**config.mk**
```make
export PLATFORM = sky130hd
export DESIGN_NAME = ipl_bank
export DESIGN_NICKNAME = d
export VERILOG_FILES = /design/src/common/ipl_pkg.sv /design/src/common/reg_access_if.sv /design/src/hw/ahb_front.sv /design/src/hw/level_decode.sv /design/src/hw/ipl_bank.sv
export VERILOG_INCLUDE_DIRS = /design/src /design/src/common
export SDC_FILE = /design/constraint.sdc
export NUM_CORES = 1
export LEC_CHECK = 0
export BUFFER_PORTS_ARGS = -buffer_cell sky130_fd_sc_hd__buf_2
export CORE_ASPECT_RATIO = 1.4
export CORE_UTILIZATION = 40
export CTS_BUF_LIST = sky130_fd_sc_hd__clkbuf_2 sky130_fd_sc_hd__clkbuf_4 sky130_fd_sc_hd__clkbuf_8
export DETAILED_ROUTE_END_ITERATION = 8
export PLACE_DENSITY_LB_ADDON = 0.08
export REMOVE_ABC_BUFFERS = 1
export SYNTH_ARGS = -nofsm -noshare
export SYNTH_HDL_FRONTEND = slang
export SYNTH_SLANG_ARGS = --single-unit
```
**constraint.sdc**
```tcl
create_clock -name hclk -period 2.05 [get_ports hclk]
set_input_delay 0 -clock hclk [delete_from_list [all_inputs] [get_ports hclk]]
set_output_delay 0 -clock hclk [all_outputs]
set_load 0.02 [all_outputs]
```
**src/common/ipl_defs.svh**
```systemverilog
// constants for the interrupt priority level bank
//
// Notes on behaviour
// (RQ1) Field code 01 gives level 0, 10 gives level 1, 11 gives level 2.
// (RQ2) Field code 00 disables the source; every field resets to 00.
// (RQ3) No encoding places any source above level 2.
// (RQ4) Bits 11-10 of the serial/timer A register read zero, writes ignored.
// (RQ5) Serial receive full at bits 15-14, receive error at 13-12.
// (RQ6) Serial transmit idle at bits 9-8, transmit empty at 7-6.
// (RQ7) Timer A channels 3, 2, 1 at bits 5-4, 3-2, 1-0.
// (RQ8) Timer A ch0, timer B ch3, ch2 at bits 15-14, 13-12, 11-10.
// (RQ9) Timer B ch1, ch0, timer C ch3 at bits 9-8, 7-6, 5-4.
// (RQ10) Timer C channels 2 and 1 at bits 3-2 and 1-0.
// (RQ11) PWM A fault at bits 15-14, PWM B fault at 13-12.
// (RQ12) PWM A reload at bits 11-10, PWM B reload at 9-8.
// (RQ13) ADC A zero cross 7-6, ADC B zero cross 5-4, ADC A done 3-2.
// (RQ14) ADC B conversion complete at bits 1-0, same encoding.
// (RQ15) Registered enable and level per source, updated on the write-completing edge.
`ifndef IPL_DEFS_SVH
`define IPL_DEFS_SVH

// ==========================================================
// register indices, byte address is four times the index
`define TIMER_ABC_IDX         10'h007
`define SERIAL0_TIMER_A_IDX   10'h008
`define PWM_ADC_IDX           10'h009

// ==========================================================
// reset values and writable masks
`define TIMER_ABC_RST         16'h0000
`define SERIAL0_TIMER_A_RST   16'h0000
`define PWM_ADC_RST           16'h0000
`define TIMER_ABC_WMASK       16'hFFFF
`define SERIAL0_TIMER_A_WMASK 16'hF3FF
`define PWM_ADC_WMASK         16'hFFFF

// ==========================================================
// field positions (lsb of each 2-bit field)
`define POS_TMR_A_CH0   14
`define POS_TMR_B_CH3   12
`define POS_TMR_B_CH2   10
`define POS_TMR_B_CH1   8
`define POS_TMR_B_CH0   6
`define POS_TMR_C_CH3   4
`define POS_TMR_C_CH2   2
`define POS_TMR_C_CH1   0
`define POS_SER_RX_FULL 14
`define POS_SER_RX_ERR  12
`define POS_SER_TX_IDLE 8
`define POS_SER_TX_EMPT 6
`define POS_TMR_A_CH3   4
`define POS_TMR_A_CH2   2
`define POS_TMR_A_CH1   0
`define POS_PWM_A_FLT   14
`define POS_PWM_B_FLT   12
`define POS_PWM_A_RL    10
`define POS_PWM_B_RL    8
`define POS_ADC_A_ZC    6
`define POS_ADC_B_ZC    4
`define POS_ADC_A_CC    2
`define POS_ADC_B_CC    0

// ==========================================================
// field codes
`define CODE_DISABLED   2'b00

`endif

```
**src/common/ipl_pkg.sv**
```systemverilog
// types shared by the interrupt priority level bank
package ipl_pkg;

  // ==========================================================
  // basic types
  typedef logic [9:0]  idx_t;
  typedef logic [15:0] reg16_t;
  typedef logic [1:0]  code_t;

  // ==========================================================
  // source numbering on the enable and level vectors
  typedef enum {
    adc_b_conv_done_src, adc_a_conv_done_src, adc_b_zero_cross_src, adc_a_zero_cross_src,
    pwm_b_reload_src, pwm_a_reload_src, pwm_b_fault_src, pwm_a_fault_src,
    timer_a_ch1_src, timer_a_ch2_src, timer_a_ch3_src,
    serial0_transmit_empty_src, serial0_transmit_idle_src,
    serial0_receive_error_src, serial0_receive_full_src,
    timer_c_ch1_src, timer_c_ch2_src, timer_c_ch3_src,
    timer_b_ch0_src, timer_b_ch1_src, timer_b_ch2_src, timer_b_ch3_src,
    timer_a_ch0_src, num_src
  } src_e;

  // ==========================================================
  // bus front state
  typedef enum {ph_idle, ph_write} phase_e;

  typedef struct packed {
    phase_e phase;
    idx_t   idx;
  } front_s;

endpackage : ipl_pkg

```
**src/common/reg_access_if.sv**
```systemverilog
// register access strobes from the bus front to the register bank
`timescale 1ns/1ps
interface reg_access_if;
  import ipl_pkg::*;
  logic rd_req;
  idx_t rd_idx;
  logic wr_req;
  idx_t wr_idx;

  modport front (output rd_req, rd_idx, wr_req, wr_idx);
  modport bank  (input  rd_req, rd_idx, wr_req, wr_idx);
endinterface : reg_access_if

```
**src/hw/ahb_front.sv**
```systemverilog
// ahb-lite slave front end: address phase capture and access strobes
`timescale 1ns/1ps
module ahb_front (
  // clock and reset
  input  wire logic        hclk,
  input  wire logic        hresetn,
  // ahb-lite address phase
  input  wire logic        hsel,
  input  wire logic [31:0] haddr,
  input  wire logic [1:0]  htrans,
  input  wire logic        hwrite,
  input  wire logic        hready,
  // strobes to the bank
  reg_access_if.front      acc
);
  import ipl_pkg::*;

  front_s state_reg;
  front_s state_next;
  logic   take;

  // ==========================================================
  // address phase taken on nonseq or seq while the bus is ready
  assign take       = hsel && hready && htrans[1];
  assign acc.rd_req = take && !hwrite;
  assign acc.rd_idx = haddr[11:2];
  assign acc.wr_req = (state_reg.phase == ph_write);
  assign acc.wr_idx = state_reg.idx;

  // next state: remember a write for its data phase
  always_comb begin
    state_next = state_reg;
    case (state_reg.phase)
      ph_idle,
      ph_write: begin
        if (take && hwrite) begin
          state_next.phase = ph_write;
          state_next.idx   = haddr[11:2];
        end else begin
          state_next.phase = ph_idle;
        end
      end
      default: state_next.phase = ph_idle;
    endcase
  end

  always_ff @(posedge hclk or negedge hresetn) begin
    if (!hresetn) begin
      state_reg <= '{phase: ph_idle, idx: '0};
    end else begin
      state_reg <= state_next;
    end
  end
endmodule : ahb_front

```
**src/hw/level_decode.sv**
```systemverilog
// per-source decode of priority codes into registered enable and level
`timescale 1ns/1ps
module level_decode #(
  parameter int NUM_SRC = 23
) (
  // clock and reset
  input  wire logic                 hclk,
  input  wire logic                 hresetn,
  // field codes as they will stand after this edge
  input  wire logic [2*NUM_SRC-1:0] code_next,
  // decoded outputs
  output logic      [NUM_SRC-1:0]   src_enable,
  output logic      [2*NUM_SRC-1:0] src_level
);
  import ipl_pkg::*;
  `include "ipl_defs.svh"

  typedef struct packed {
    logic [NUM_SRC-1:0]   en;
    logic [2*NUM_SRC-1:0] lvl;
  } dec_s;

  dec_s state_reg;
  dec_s state_next;

  // code minus one; 00 leaves level 0 but the enable is low
  function automatic code_t code_to_level(input code_t c);
    code_to_level = (c == `CODE_DISABLED) ? 2'h0 : code_t'(c - 2'h1); // see (RQ1) see (RQ3)
  endfunction : code_to_level

  // ==========================================================
  // decode from the next field value so outputs move with the write edge
  always_comb begin
    state_next = state_reg;
    for (int i = 0; i < NUM_SRC; i++) begin
      state_next.en[i]       = (code_next[2*i +: 2] != `CODE_DISABLED); // see (RQ2)
      state_next.lvl[2*i +: 2] = code_to_level(code_next[2*i +: 2]);  // see (RQ15)
    end
  end

  always_ff @(posedge hclk or negedge hresetn) begin
    if (!hresetn) begin
      state_reg <= '0;
    end else begin
      state_reg <= state_next;
    end
  end

  assign src_enable = state_reg.en;
  assign src_level  = state_reg.lvl;
endmodule : level_decode

```
**src/hw/ipl_bank.sv**
```systemverilog
// interrupt priority level bank: three priority registers on ahb-lite
`timescale 1ns/1ps
module ipl_bank (
  // clock and reset
  input  wire logic        hclk,
  input  wire logic        hresetn,
  // ahb-lite slave
  input  wire logic        hsel,
  input  wire logic [31:0] haddr,
  input  wire logic [1:0]  htrans,
  input  wire logic        hwrite,
  input  wire logic [2:0]  hsize,
  input  wire logic        hready,
  input  wire logic [31:0] hwdata,
  output logic      [31:0] hrdata,
  output logic             hreadyout,
  output logic             hresp,
  // per-source outputs to the arbiter, indexed by ipl_pkg::src_e
  output logic      [22:0] src_enable,
  output logic      [45:0] src_level
);
  import ipl_pkg::*;
  `include "ipl_defs.svh"

  localparam int NSRC = int'(num_src);

  typedef struct packed {
    reg16_t timer_abc_priority;
    reg16_t serial0_timer_a_priority;
    reg16_t pwm_adc_priority;
    reg16_t rdata;
  } bank_s;

  bank_s              state_reg;
  bank_s              state_next;
  logic [2*NSRC-1:0]  code_next;
  reg_access_if       acc ();

  // ==========================================================
  // bus front
  ahb_front u_front (
    .hclk    (hclk),
    .hresetn (hresetn),
    .hsel    (hsel),
    .haddr   (haddr),
    .htrans  (htrans),
    .hwrite  (hwrite),
    .hready  (hready),
    .acc     (acc)
  );

  // ==========================================================
  // read mux, unmapped indices read zero
  function automatic reg16_t read_mux(input idx_t idx, input bank_s s);
    case (idx)
      `TIMER_ABC_IDX:       read_mux = s.timer_abc_priority;
      `SERIAL0_TIMER_A_IDX: read_mux = s.serial0_timer_a_priority & `SERIAL0_TIMER_A_WMASK; // see (RQ4)
      `PWM_ADC_IDX:         read_mux = s.pwm_adc_priority;
      default:              read_mux = 16'h0000;
    endcase
  endfunction : read_mux

  // ==========================================================
  // register updates and read data capture
  // the read uses next values so a read right behind a write sees it
  always_comb begin
    state_next = state_reg;
    if (acc.wr_req) begin
      case (acc.wr_idx)
        `TIMER_ABC_IDX:       state_next.timer_abc_priority = hwdata[15:0] & `TIMER_ABC_WMASK; // see (RQ15)
        `SERIAL0_TIMER_A_IDX: state_next.serial0_timer_a_priority =
                                hwdata[15:0] & `SERIAL0_TIMER_A_WMASK;                        // see (RQ4)
        `PWM_ADC_IDX:         state_next.pwm_adc_priority = hwdata[15:0] & `PWM_ADC_WMASK;
        default:              state_next.rdata = state_reg.rdata; // unmapped write is dropped
      endcase
    end
    if (acc.rd_req) begin
      state_next.rdata = read_mux(acc.rd_idx, state_next);
    end
  end

  // every field starts disabled
  always_ff @(posedge hclk or negedge hresetn) begin
    if (!hresetn) begin
      state_reg <= '{timer_abc_priority:       `TIMER_ABC_RST,       // see (RQ2)
                     serial0_timer_a_priority: `SERIAL0_TIMER_A_RST,
                     pwm_adc_priority:         `PWM_ADC_RST,
                     rdata:                    16'h0000};
    end else begin
      state_reg <= state_next;
    end
  end

  // ==========================================================
  // gather field codes by source number
  always_comb begin
    code_next = '0;
    code_next[2*timer_a_ch0_src +: 2]  = state_next.timer_abc_priority[`POS_TMR_A_CH0 +: 2]; // see (RQ8)
    code_next[2*timer_b_ch3_src +: 2]  = state_next.timer_abc_priority[`POS_TMR_B_CH3 +: 2]; // see (RQ8)
    code_next[2*timer_b_ch2_src +: 2]  = state_next.timer_abc_priority[`POS_TMR_B_CH2 +: 2]; // see (RQ8)
    code_next[2*timer_b_ch1_src +: 2]  = state_next.timer_abc_priority[`POS_TMR_B_CH1 +: 2]; // see (RQ9)
    code_next[2*timer_b_ch0_src +: 2]  = state_next.timer_abc_priority[`POS_TMR_B_CH0 +: 2]; // see (RQ9)
    code_next[2*timer_c_ch3_src +: 2]  = state_next.timer_abc_priority[`POS_TMR_C_CH3 +: 2]; // see (RQ9)
    code_next[2*timer_c_ch2_src +: 2]  = state_next.timer_abc_priority[`POS_TMR_C_CH2 +: 2]; // see (RQ10)
    code_next[2*timer_c_ch1_src +: 2]  = state_next.timer_abc_priority[`POS_TMR_C_CH1 +: 2]; // see (RQ10)
    code_next[2*serial0_receive_full_src +: 2] =
      state_next.serial0_timer_a_priority[`POS_SER_RX_FULL +: 2];                             // see (RQ5)
    code_next[2*serial0_receive_error_src +: 2] =
      state_next.serial0_timer_a_priority[`POS_SER_RX_ERR +: 2];                              // see (RQ5)
    code_next[2*serial0_transmit_idle_src +: 2] =
      state_next.serial0_timer_a_priority[`POS_SER_TX_IDLE +: 2];                             // see (RQ6)
    code_next[2*serial0_transmit_empty_src +: 2] =
      state_next.serial0_timer_a_priority[`POS_SER_TX_EMPT +: 2];                             // see (RQ6)
    code_next[2*timer_a_ch3_src +: 2]  = state_next.serial0_timer_a_priority[`POS_TMR_A_CH3 +: 2]; // see (RQ7)
    code_next[2*timer_a_ch2_src +: 2]  = state_next.serial0_timer_a_priority[`POS_TMR_A_CH2 +: 2]; // see (RQ7)
    code_next[2*timer_a_ch1_src +: 2]  = state_next.serial0_timer_a_priority[`POS_TMR_A_CH1 +: 2]; // see (RQ7)
    code_next[2*pwm_a_fault_src +: 2]  = state_next.pwm_adc_priority[`POS_PWM_A_FLT +: 2]; // see (RQ11)
    code_next[2*pwm_b_fault_src +: 2]  = state_next.pwm_adc_priority[`POS_PWM_B_FLT +: 2]; // see (RQ11)
    code_next[2*pwm_a_reload_src +: 2] = state_next.pwm_adc_priority[`POS_PWM_A_RL +: 2];  // see (RQ12)
    code_next[2*pwm_b_reload_src +: 2] = state_next.pwm_adc_priority[`POS_PWM_B_RL +: 2];  // see (RQ12)
    code_next[2*adc_a_zero_cross_src +: 2] = state_next.pwm_adc_priority[`POS_ADC_A_ZC +: 2]; // see (RQ13)
    code_next[2*adc_b_zero_cross_src +: 2] = state_next.pwm_adc_priority[`POS_ADC_B_ZC +: 2]; // see (RQ13)
    code_next[2*adc_a_conv_done_src +: 2]  = state_next.pwm_adc_priority[`POS_ADC_A_CC +: 2]; // see (RQ13)
    code_next[2*adc_b_conv_done_src +: 2]  = state_next.pwm_adc_priority[`POS_ADC_B_CC +: 2]; // see (RQ14)
  end

  // ==========================================================
  // decode into registered enables and levels
  level_decode #(
    .NUM_SRC (NSRC)
  ) u_decode (
    .hclk       (hclk),
    .hresetn    (hresetn),
    .code_next  (code_next),
    .src_enable (src_enable),
    .src_level  (src_level)
  );

  // ==========================================================
  // bus answers: zero wait states, always okay; hsize unused, word access only
  assign hrdata    = {16'h0000, state_reg.rdata};
  assign hreadyout = 1'b1;
  assign hresp     = 1'b0;
endmodule : ipl_bank

```
=== After elaboration in Yosys (flattened, before gate mapping) ===
Index checks and enable logic that the tools add are counted.

* Mux-type cells: 31
* $add $sub $neg: 23
* Eq/ne operators: 8
* Reduce and logical (&&, ||, !) cells: 54

{| class="wikitable"
|+ Operators with widths
! operator !! number
|-
| 16-bit 2-to-1 mux || 4
|-
| 64-bit 2-to-1 mux || 1
|-
| 16-bit case mux with 3 select lines || 1
|-
| 2-bit logical NOT || 23
|-
| 2-bit 2-to-1 mux || 23
|-
| 2-bit nonzero test || 23
|-
| 2-bit by 1-bit subtractor with 2-bit output (second input constant) || 23
|-
| 10-bit by 4-bit == test with 1-bit output (second input constant) || 4
|-
| 32-bit logical NOT || 1
|-
| 10-bit by 3-bit == test with 1-bit output (second input constant) || 2
|-
| 1-bit logical AND || 4
|-
| 1-bit == test (second input constant) || 2
|-
| 1-bit 2-to-1 mux || 2
|-
| 2-bit AND reduction || 1
|-
| 2-bit OR reduction || 1
|-
| 1-bit logical NOT || 1
|}

* Bits of input ports: 74
* Word-level logic and storage cells: 124
* Output and inout port bits: 103
* Register bits after elaboration: 142

=== Logic depth before layout (Yosys ltp) ===
Gate-level depths: netlist of the first run.

* Depth in word-level cells: 5
* Gate-level depth with buffers: 8
* Depth with buffers taken out: 5

=== Hierarchy ===
Synthesis of the first run repeated with hierarchy kept, for this count alone.

* Cells, all modules: 555
* Area total of the unflattened synthesis: 6114.6 um^2

{| class="wikitable"
|+ By module, submodules not included
! module !! cells each !! instances !! area each (um^2) !! seq. area each (um^2)
|-
| ipl_bank || 381 || 1 || 3423.3 || 1551.5
|-
| level_decode || 138 || 1 || 2158.3 || 1726.7
|-
| ahb_front || 36 || 1 || 533.0 || 275.3
|}

=== Worst setup path before layout of the first run ===
No wires, ideal clock.

* Path type: reg-to-reg
* Start point: reg u_front.state_reg (netlist bit u_front.acc.wr_idx[8])
* End point: reg state_reg (netlist bit hrdata[11])
* Setup slack: -198 ps
* Required time: 1931 ps
* Data arrival time: 2129 ps
* Cell stages (with the launch flop): 8
* Period minus slack after synthesis: 2248 ps
* Buffers on the path: 2
* Library setup time: 119 ps
* Cells stage by stage: dfrtp_1 > or4b_1 > buf_4 > nor4_1 > buf_2 > mux2i_1 > o221ai_1 > o21a_1

* Word-level cells in the longest chain between the ends: 5
* Elaborated cells on any way between the ends: 7
* Classes of those cells: eq/ne (2); mux (5)

{| class="wikitable"
|+ Ends and longest elaborated chain
! item !! RTL line !! RTL
|-
| start, declared || ahb_front.sv:18 || <nowiki>front_s state_reg;</nowiki>
|-
| start signal, assigned || ahb_front.sv:49 || <nowiki>state_reg <= '{phase: ph_idle, idx: '0};</nowiki>
|-
| start signal, assigned || ahb_front.sv:51 || <nowiki>state_reg <= state_next;</nowiki>
|-
| 10-bit by 4-bit == test with 1-bit output / 10-bit by 3-bit == test with 1-bit output (equally long branches) || ipl_bank.sv:69 || <nowiki>case (acc.wr_idx)</nowiki>
|-
| 16-bit 2-to-1 mux || ipl_bank.sv:69 ||
|-
| 64-bit 2-to-1 mux (*) || ipl_bank.sv:68 || <nowiki>if (acc.wr_req) begin</nowiki>
|-
| 16-bit case mux with 3 select lines (*) || ipl_bank.sv:55 || <nowiki>case (idx)</nowiki>
|-
| 16-bit 2-to-1 mux (*) || ipl_bank.sv:77 || <nowiki>if (acc.rd_req) begin</nowiki>
|-
| end signal, assigned || ipl_bank.sv:85 || <nowiki>state_reg <= '{timer_abc_priority: `TIMER_ABC_RST,</nowiki>
|-
| end signal, assigned || ipl_bank.sv:90 || <nowiki>state_reg <= state_next;</nowiki>
|-
| end, declared || ipl_bank.sv:34 || <nowiki>bank_s state_reg;</nowiki>
|}

Every way passes the cells marked *; elsewhere a longest branch is shown, timed or not. The select of a mux whose other input is x is not followed.
A chain may end at the register's enable or synchronous reset.

=== Worst setup path after layout of the first run ===
* Start point: reg u_front.state_reg (netlist bit u_front.acc.wr_idx[8])
* End point: reg state_reg (netlist bit hrdata[12])

The elaborated chain is that of the path after synthesis.

==> results of run 1 <==
-- metrics by stage --
step	power [mW]	TNS, ps
after floorplan	3.63	-65170
after global placement	4.09	-15150
after detailed placement	4.11	-19040
after CTS	6.72	-8730
after global routing	7.02	-19410
final	6.70	-11380
-- layer usage --
layer  global-route usage  vias up  part of all wire
li1                     -     2273                 -
met1                0.269     2447              0.41
met2                0.375      157              0.52
met3               0.0419       25             0.046
met4               0.0815        0             0.024
met5                    0        -                 0
-- cell usage in the layout (no fill, tap or decap), drive strengths merged, types with 6 or more instances in the layout --
| master | Yosys | layout |
|---|---|---|
| dlygate4sd3 | 0 | 27 |
| dfrtp | 142 | 142 |
| nor2 | 49 | 49 |
| conb | 2 | 18 |
| nand4 | 51 | 51 |
| o21ai | 6 | 6 |
| mux2i | 46 | 46 |
| nor4b | 6 | 6 |
| inv | 47 | 47 |
| o211ai | 9 | 9 |
| nand2 | 68 | 68 |
| and2 | 6 | 6 |
| nand3 | 10 | 10 |
| a41o | 8 | 8 |
| clkbuf | 18 | 22 |
| buf | 45 | 190 |
| nor2b | 16 | 16 |
-- final timing paths --
path,slack [ps],cells past startpoint,endpoint
min reg2reg,510,1,hrdata[10]
min,90,5,hrdata[10]
max reg2reg,-220,6,hrdata[12]
min in group asynchronous,100,2,u_decode.src_level[9]
max in group asynchronous,1220,3,u_decode.src_level[3]
max,-220,6,hrdata[12]
-- cells by family (layout without fill, tap and decap cells) --
| logic type | after synthesis | after routing |
|---|---|---|
| AND/OR/NAND/NOR | 230 | 230 |
| flip-flops | 142 | 142 |
| buffers and inverters | 110 | 296 |
| multiplexers | 47 | 47 |
| AO/OA/AOI/OAI | 37 | 37 |
| other | 2 | 18 |
-- layout make-up --
class	instances	area (µm²)
Multi-Input combinational cell	332	2610
Inverter	47	176
Tap cell	192	240
Clock buffer	21	277
Clock inverter	10	163
Timing Repair Buffer	218	1640
Fill cell	1285	6400
Sequential cell	142	3550
-- timing repair --
item / 4_1_cts / 5_1_grt
pin swaps: 15 / 29
setup buffers: 5 / 5
hold buffers: 27 / 0
resized for setup: 91 / 55
endpoints found under the hold margin: 193 / 0
setup endpoints to repair: 115 / 124
gates cloned: 1 / 2
-- power by group through the flow --
stage	clock network [mW]	registers, mW	logic, mW
6_report	2.46	3.14	1.10
5_1_grt	2.66	3.16	1.20
4_1_cts	2.52	3.13	1.06
3_5_place_dp	0	3.17	0.938
3_3_place_gp	0	3.17	0.922
2_1_floorplan	0	3.32	0.317
-- worst reg2reg max path: cells and delay by family (launching register included) --
kind                   cells  cell delay [ps]
AO/OA/AOI/OAI              2              240
buffers and inverters      1              220
flip-flops                 1              390
AND/OR/NAND/NOR            3             1310
==> flow_summary.yaml, run 1 <==
synthesis:
  yosysMostFrequentCell: "dfrtp_1"
  yosysTopAreaCellShare: 0.576
  synth_top_family_by_area: "simple AND/OR/NAND/NOR gates"
  ys_seq_elements: 142
  synth-adder-area-share: 0
  ys_seq_area_frac: 0.576
  yosysWarnings: 0
  yosys_most_used_dff: "dfrtp_1"
  synth_xor_area_frac: 0
  ys_types: 41
  ys_top_cells_by_count: "dfrtp_1 (142), nand2_1 (68), nand4_1 (51)"
  netlist_area_um2: 6170
  synth-simple-area-share: 0.192
  yosysTopAreaCell: "dfrtp_1"
  synth_edf_count: 0
  synthMuxAreaShare: 0.0925
  synthTopCellsByArea: "dfrtp_1 (58%), mux2i_1 (5.8%), nand4_1 (5.2%)"
  syn_area_per_cell_um2: 10.9
  synthCells: 568
  synth_compound_area_frac: 0.0442
  synthArstFlopShare: 1.00
power:
  peakVddDrop_uv: 448
  internal_power_mw: 4.88
  swShare: 0.273
  p_clk_frac: 0.367
  p_leak_nw: 4.10
  switchingPower_mw: 1.83
  power_frac_comb: 0.165
  pwr-share-seq: 0.468
  power.density_nw_per_um2: 775
setup_path:
  start_kind: "flip-flop"
  cp_cell_sequence: "or4b_4 > or4_4 > clkbuf_16 > nand4_1 > a41o_1 > o211ai_1"
  crit_type: "flip-flop to flip-flop"
  crit_fanout: 5
  cp_top_family: "simple AND/OR/NAND/NOR gates"
  r2r_start: "u_front.acc.wr_idx[8]"
  cp.arrival_ps: 2580
  cpMaxStageDelayCell: "or4_4"
  crit_start: "u_front.acc.wr_idx[8]"
  crit_path_end_kind: "flip-flop"
  critPathRequiredTime_ps: 2370
  path_buf_inv: 1
  cp_slowest_stage_delay_ps: 630
layout:
  drive_above_1_share: 0.419
  final_cells: 962
  final_area_um2: 8650
  n_antenna_cell: 0
  nets: 832
  syn2layout_area_growth_pct: 40.4
  final_util: 0.575
timing:
  rsz0062_at_grt: "yes"
  holdWs_ps: 91.5
  period_needed_ps: 2270
  maxSlewHeadroom: 0.605
  tightest_slew_ps: 593
  hold_viol_final: 0
  fin_crit_sh: 1.11
  finalWorstSetupSlack_ps: -216
  finalSetupViolations: 103
  fmax_ghz: 0.441
  finalMaxSlewViolations: 0
  fin_worst_skew_ps: 9.13
run_status:
  violations: "negative setup slack"
  outcome: "complete, but fails checks"
place:
  placed_area_um2: 7240
  post-place-ws_ps: -265
  gp_congestion: 0.808
  dp_cells: 893
  hpwlAfterDp_mm: 11.4
  io_buffers: 116
route:
  vias: 4902
  ant_nets: 0
  drt-total-wl_mm: 16.8
  wire_per_inst_um: 17.5
  vias_per_cell: 5.10
  dr.pass1.iters: 4
  drt_iter0_markers: 161
  drc: 0
floorplan:
  die_h_um: 149
  ios: 177
  rows: 53
  core_um2: 15100
  die-area_um2: 15900
  start_util: 0.410
  chipWidth_um: 107
grt:
  track_usage: 0.218
  grt_max_degree: 62
  grt_pass1_wl_mm: 26.1
  grt_pass1_vias: 5021
  antenna_found_initial: 0
  grt.overflow.total: 0
clock_tree:
  htree_num_levels: 4
  clk_latency_ps: 440
  cts_tree: "done"
  clock-root-buffer: "clkbuf_8"
  clkSinkCount: 142
  clkTransAtPathRegs_ps: 80
  cts_buffers: 17
  cts_buffer_depth: 2
hold_path:
  min_from: "hwrite"
  hold_path_class: "primary input to flip-flop"
job:
  cap_violations: 0
Power figures use the tool's default switching activity.
==> inputs of run 2 (changes only) <==
--- a/config.mk
+++ b/config.mk
@@ -6,6 +6,7 @@
 export SDC_FILE = /design/constraint.sdc
 export NUM_CORES = 1
 export LEC_CHECK = 0
+export ABC_AREA = 1
 export BUFFER_PORTS_ARGS = -buffer_cell sky130_fd_sc_hd__buf_2
 export CORE_ASPECT_RATIO = 1.4
 export CORE_UTILIZATION = 40
==> flow_summary.yaml, run 2 <==
setup_path:
  cp_cell_sequence: "nor2_1 > nand2_2 > nor2_4 > buf_4 > nand3_2 > nand3_1 > nand3_1 > nand2_1 > nand2_1"
  cpMaxStageDelayCell: "dfrtp_1"
  cp_slowest_stage_delay_ps: 380
  cp.arrival_ps: 2080
  crit_fanout: 11
  start_kind: "flip-flop"
  crit_type: "flip-flop to flip-flop"
  critPathRequiredTime_ps: 2380
  crit_path_end_kind: "flip-flop"
timing:
  fin_worst_skew_ps: 10.5
  period_needed_ps: 1750
  fin_crit_sh: 0.855
  finalSetupViolations: 0
  hold_viol_final: 0
  rsz0062_at_grt: "no"
  maxSlewHeadroom: 0.528
  finalMaxSlewViolations: 0
  tightest_slew_ps: 707
  finalSetupTns_ps: 0
  fmax_ghz: 0.570
synthesis:
  synthArstFlopShare: 1.00
  synth_edf_count: 0
  synthTopCellsByArea: "dfrtp_1 (57%), nand2_1 (11%), nand3_1 (7.3%)"
  ys_seq_area_frac: 0.571
  syn_area_per_cell_um2: 8.89
  ys_top_cells_by_count: "nand2_1 (178), dfrtp_1 (142), inv_1 (108)"
  yosysTopAreaCell: "dfrtp_1"
  yosys_most_used_dff: "dfrtp_1"
  synthCells: 700
  yosysWarnings: 0
  yosysMostFrequentCell: "nand2_1"
  yosysTopAreaCellShare: 0.571
  netlist_area_um2: 6220
  ys_seq_elements: 142
  ys_types: 21
grt:
  antenna_found_initial: 0
  grt.overflow.total: 0
  grt_pass1_wl_mm: 22.6
  grt_pass1_vias: 4631
  grt_max_degree: 63
  track_usage: 0.188
clock_tree:
  cts_buffer_depth: 2
  htree_num_levels: 4
  clkTransAtPathRegs_ps: 80
  post_cts_resized: 0
  cts_buffers: 17
  clkSinkCount: 142
  cts_tree: "done"
  clk_latency_ps: 430
  postCtsSetupRepairBufs: 0
  clock-root-buffer: "clkbuf_8"
layout:
  regArea_um2: 3550
  nets: 915
  final_util: 0.499
  fillers: 1524
  layout_commonest_cell: "nand2_1"
  drive_above_1_share: 0.260
  most-common-layout-cells: "nand2_1 (178), dfrtp_1 (142), buf_2 (115), inv_1 (108), nand3_1 (91)"
  n_antenna_cell: 0
  syn2layout_area_growth_pct: 21.3
  final_cells: 1043
  multi_input_area_um2: 1890
floorplan:
  core_um2: 15100
  ios: 177
  start_util: 0.411
  rows: 53
  chipWidth_um: 107
  die-area_um2: 16100
  die_h_um: 150
run_status:
  outcome: "finished, final reports clean"
route:
  drt_iter0_markers: 171
  dr.pass1.iters: 5
  wire_per_inst_um: 13.6
  vias: 4737
  vias_per_cell: 4.54
  drt-total-wl_mm: 14.2
  ant_nets: 0
  drc: 0
hold_path:
  hold_path_class: "primary input to flip-flop"
power:
  power.density_nw_per_um2: 826
  peakVddDrop_uv: 324
  p_leak_nw: 4.63
place:
  io_buffers: 116
  dp_cells: 986
  hpwlAfterDp_mm: 9.56
  gp_congestion: 0.764
job:
  cap_violations: 0
run 2: cell types whose count changed in the layout (fill, tap and decap cells not counted), moves of 11 or more:
cell | before | now
nand2_2 | 6 | 21
buf_4 | 43 | 10
mux2i_4 | 33 | 0
nand3_2 | 1 | 12
nand2_1 | 62 | 178
nand4_1 | 51 | 0
buf_6 | 22 | 1
nor2_1 | 38 | 54
inv_1 | 23 | 108
nand3_1 | 9 | 91
nor2b_1 | 16 | 0
run 2: repair_timing:
item / 4_1_cts / 5_1_grt
hold endpoints to repair: 113 / 0
endpoints found under the setup margin: 0 / 0
hold buffers: 28 / 0
run 2: cells by family after synthesis:
kind of cell,after synthesis,synth area share
AND/OR/NAND/NOR,374,0.285
buffers and inverters,172,0.135
other,2,0.00121
AO/OA/AOI/OAI,10,0.00805
flip-flops,142,0.571
run 2: final cells by class:
class                           count  share of cell area
Tap cell                          192              0.0318
Multi-Input combinational cell    402               0.250
Sequential cell                   142               0.471
Timing Repair Buffer              156               0.130
Clock inverter                     10              0.0216
Inverter                          122              0.0607
Clock buffer                       19              0.0347
run 2: path summary, 6_finish.rpt:
check | start | end | slack (ps) | depth (start not counted)
setup / recovery | u_front.acc.wr_idx[7] | hrdata[1] | 300 | 9
hold / removal | hwdata[9] | state_reg[41] | 30 | 5
setup reg to reg | u_front.acc.wr_idx[7] | hrdata[1] | 300 | 9
hold reg to reg | hrdata[12] | hrdata[12] | 480 | 2
max in group asynchronous | hresetn | state_reg[35] | 1210 | 3
min in group asynchronous | hresetn | u_decode.src_level[16] | 110 | 2
run 2: critical path: cells and delay by family (launching register included):
family        cells  cell delay (ps)
simple gates      8             1020
buf+inv           1              260
flops             1              380
run 2: per-stage QoR:
stage	total power, mW	cell area (µm²)	setup slack [ps]	hold slack [ps]
global placement	3.82	6840	319	10.5
detailed placement	3.84	6840	286	27.1
global route	6.54	7550	143	47.9
floorplan	3.55	5900	262	-296
CTS	6.32	7550	262	4.36
finish	6.24	7550	297	25.5
run 2: metal layers:
layer | vias to the layer above | track usage | wire (µm)
met4 | 0 | 0.0699 | 270
met5 | - | 0 | 0
met2 | 130 | 0.325 | 7260
li1 | 2328 | - | -
met3 | 24 | 0.0401 | 716
met1 | 2255 | 0.229 | 5960
run 2: where the power goes:
part	internal, mW	switching [mW]
registers	2.98	0.0633
clock network	1.37	1.03
logic	0.250	0.538
total	4.60	1.64
==> inputs of run 3 (changes only) <==
==> constraint.sdc (replaced) <==
create_clock -name hclk -period 2.15 [get_ports hclk]
set_input_delay 0 -clock hclk [delete_from_list [all_inputs] [get_ports hclk]]
set_output_delay 0 -clock hclk [all_outputs]
set_load 0.02 [all_outputs]
==> flow_summary.yaml, run 3 (synthesized netlist as in run 2, its figures left out) <==
timing:
  tightest_slew_ps: 680
  fin_crit_sh: 0.823
  maxSlewHeadroom: 0.546
  finalWorstSetupSlack_ps: 381
  finalMaxSlewViolations: 0
  fmax_ghz: 0.565
  rsz0062_at_grt: "no"
  hold_viol_final: 0
  finalSetupTns_ps: 0
  period_needed_ps: 1770
  finalSetupViolations: 0
  fin_worst_skew_ps: 14.2
route:
  drt_iter0_markers: 182
  dr.pass1.iters: 4
  ant_nets: 0
  vias_per_cell: 4.46
  drc: 0
  vias: 4663
  drt-total-wl_mm: 13.9
  wire_per_inst_um: 13.2
setup_path:
  crit_start: "u_front.acc.wr_idx[7]"
  r2r_start: "u_front.acc.wr_idx[7]"
  crit_type: "flip-flop to flip-flop"
  cp.arrival_ps: 2090
  critPathRequiredTime_ps: 2470
  crit_path_end_kind: "flip-flop"
  start_kind: "flip-flop"
  crit_fanout: 11
clock_tree:
  cts_tree: "done"
  clkTransAtPathRegs_ps: 80
  cts_buffer_depth: 2
  clkSinkCount: 142
  clk_latency_ps: 440
  clock-root-buffer: "clkbuf_8"
  cts_buffers: 17
  htree_num_levels: 4
run_status:
  outcome: "finished, final reports clean"
layout:
  nets: 915
  multi_input_area_um2: 1890
  drive_above_1_share: 0.262
  n_antenna_cell: 0
  layout_commonest_cell: "nand2_1"
  most-common-layout-cells: "nand2_1 (178), dfrtp_1 (142), buf_2 (115), inv_1 (108), nand3_1 (91)"
  regArea_um2: 3550
  syn2layout_area_growth_pct: 20.8
  fillers: 1511
power:
  p_leak_nw: 4.61
  peakVddDrop_uv: 306
  power.density_nw_per_um2: 769
grt:
  grt_max_degree: 63
  grt.overflow.total: 0
  grt_pass1_wl_mm: 22.3
  antenna_found_initial: 0
  track_usage: 0.185
  grt_pass1_vias: 4526
floorplan:
  die_h_um: 150
  die-area_um2: 16100
  core_um2: 15100
  ios: 177
  start_util: 0.411
  chipWidth_um: 107
  rows: 53
place:
  hpwlAfterDp_mm: 9.41
  gp_congestion: 0.775
  io_buffers: 116
  post-place-ws_ps: 398
job:
  cap_violations: 0
hold_path:
  min_from: "hwdata[1]"
  hold_path_class: "primary input to flip-flop"
run 3: changes by cell type in the layout (fill, tap and decap cells not counted), sizes merged:
cell,previous run,this run
clkinvlp,2,4
clkinv,2,4
clkbuf,19,20
bufinv,4,2
run 3: repair_timing:
action,4_1_cts,5_1_grt
endpoints found under the hold margin,115,0
endpoints found under the setup margin,0,0
resized for setup,0,0
buffers inserted,0,0
hold buffers,28,0
run 3: per-layer routing:
layer	up-vias	part of all wire	track usage
met5	-	0	0
met4	0	0.015	0.0760
met3	13	0.050	0.0357
met2	132	0.52	0.318
met1	2185	0.42	0.227
li1	2333	-	-
run 3: worst paths after layout:
check | endpoint | slack [ps] | cells after the start
worst max-delay path | hrdata[14] | 380 | 9
worst min-delay path | state_reg[49] | 10 | 5
worst max register to register | hrdata[14] | 380 | 9
worst min register to register | hrdata[12] | 480 | 2
max in group asynchronous | state_reg[35] | 1330 | 3
min in group asynchronous | u_decode.src_level[16] | 110 | 2
run 3: layout make-up:
| type | instances | share of cell area |
|---|---|---|
| repair buffers | 156 | 0.129 |
| multi-input cells | 402 | 0.251 |
| clock inverters | 12 | 0.0180 |
| flip-flops and latches | 142 | 0.473 |
| well taps | 192 | 0.0320 |
| clock buffers | 20 | 0.0358 |
| inverters | 122 | 0.0609 |
run 3: power breakdown:
group	switching (mW)	internal, mW	total [mW]
Combinational	0.506	0.236	0.742
Sequential	0.0605	2.84	2.90
Clock	1.03	1.11	2.14
Total	1.59	4.18	5.78
run 3: through the flow:
stage | utilization | power, mW | area [µm²] | hold WS (ps) | cells
3_3_place_gp | 0.452 | 3.64 | 6830 | 21.7 | 986
6_report | 0.497 | 5.78 | 7510 | 14.6 | 1046
3_5_place_dp | 0.452 | 3.65 | 6830 | 23.8 | 986
4_1_cts | 0.497 | 5.85 | 7510 | 4.57 | 1046
2_1_floorplan | - | 3.38 | 5900 | -296 | 666
5_1_grt | 0.497 | 6.06 | 7510 | 40.2 | 1046
run 3: critical path, cell delays in order, from the launching register on:
cell and delay [ps]:
dfrtp_1 390, nor2_1 130, nand2_2 110, nor2_4 380, buf_4 250, nand3_1 100, nand3_1 100, nand3_1 80
nand2_1 60, nand2_1 50
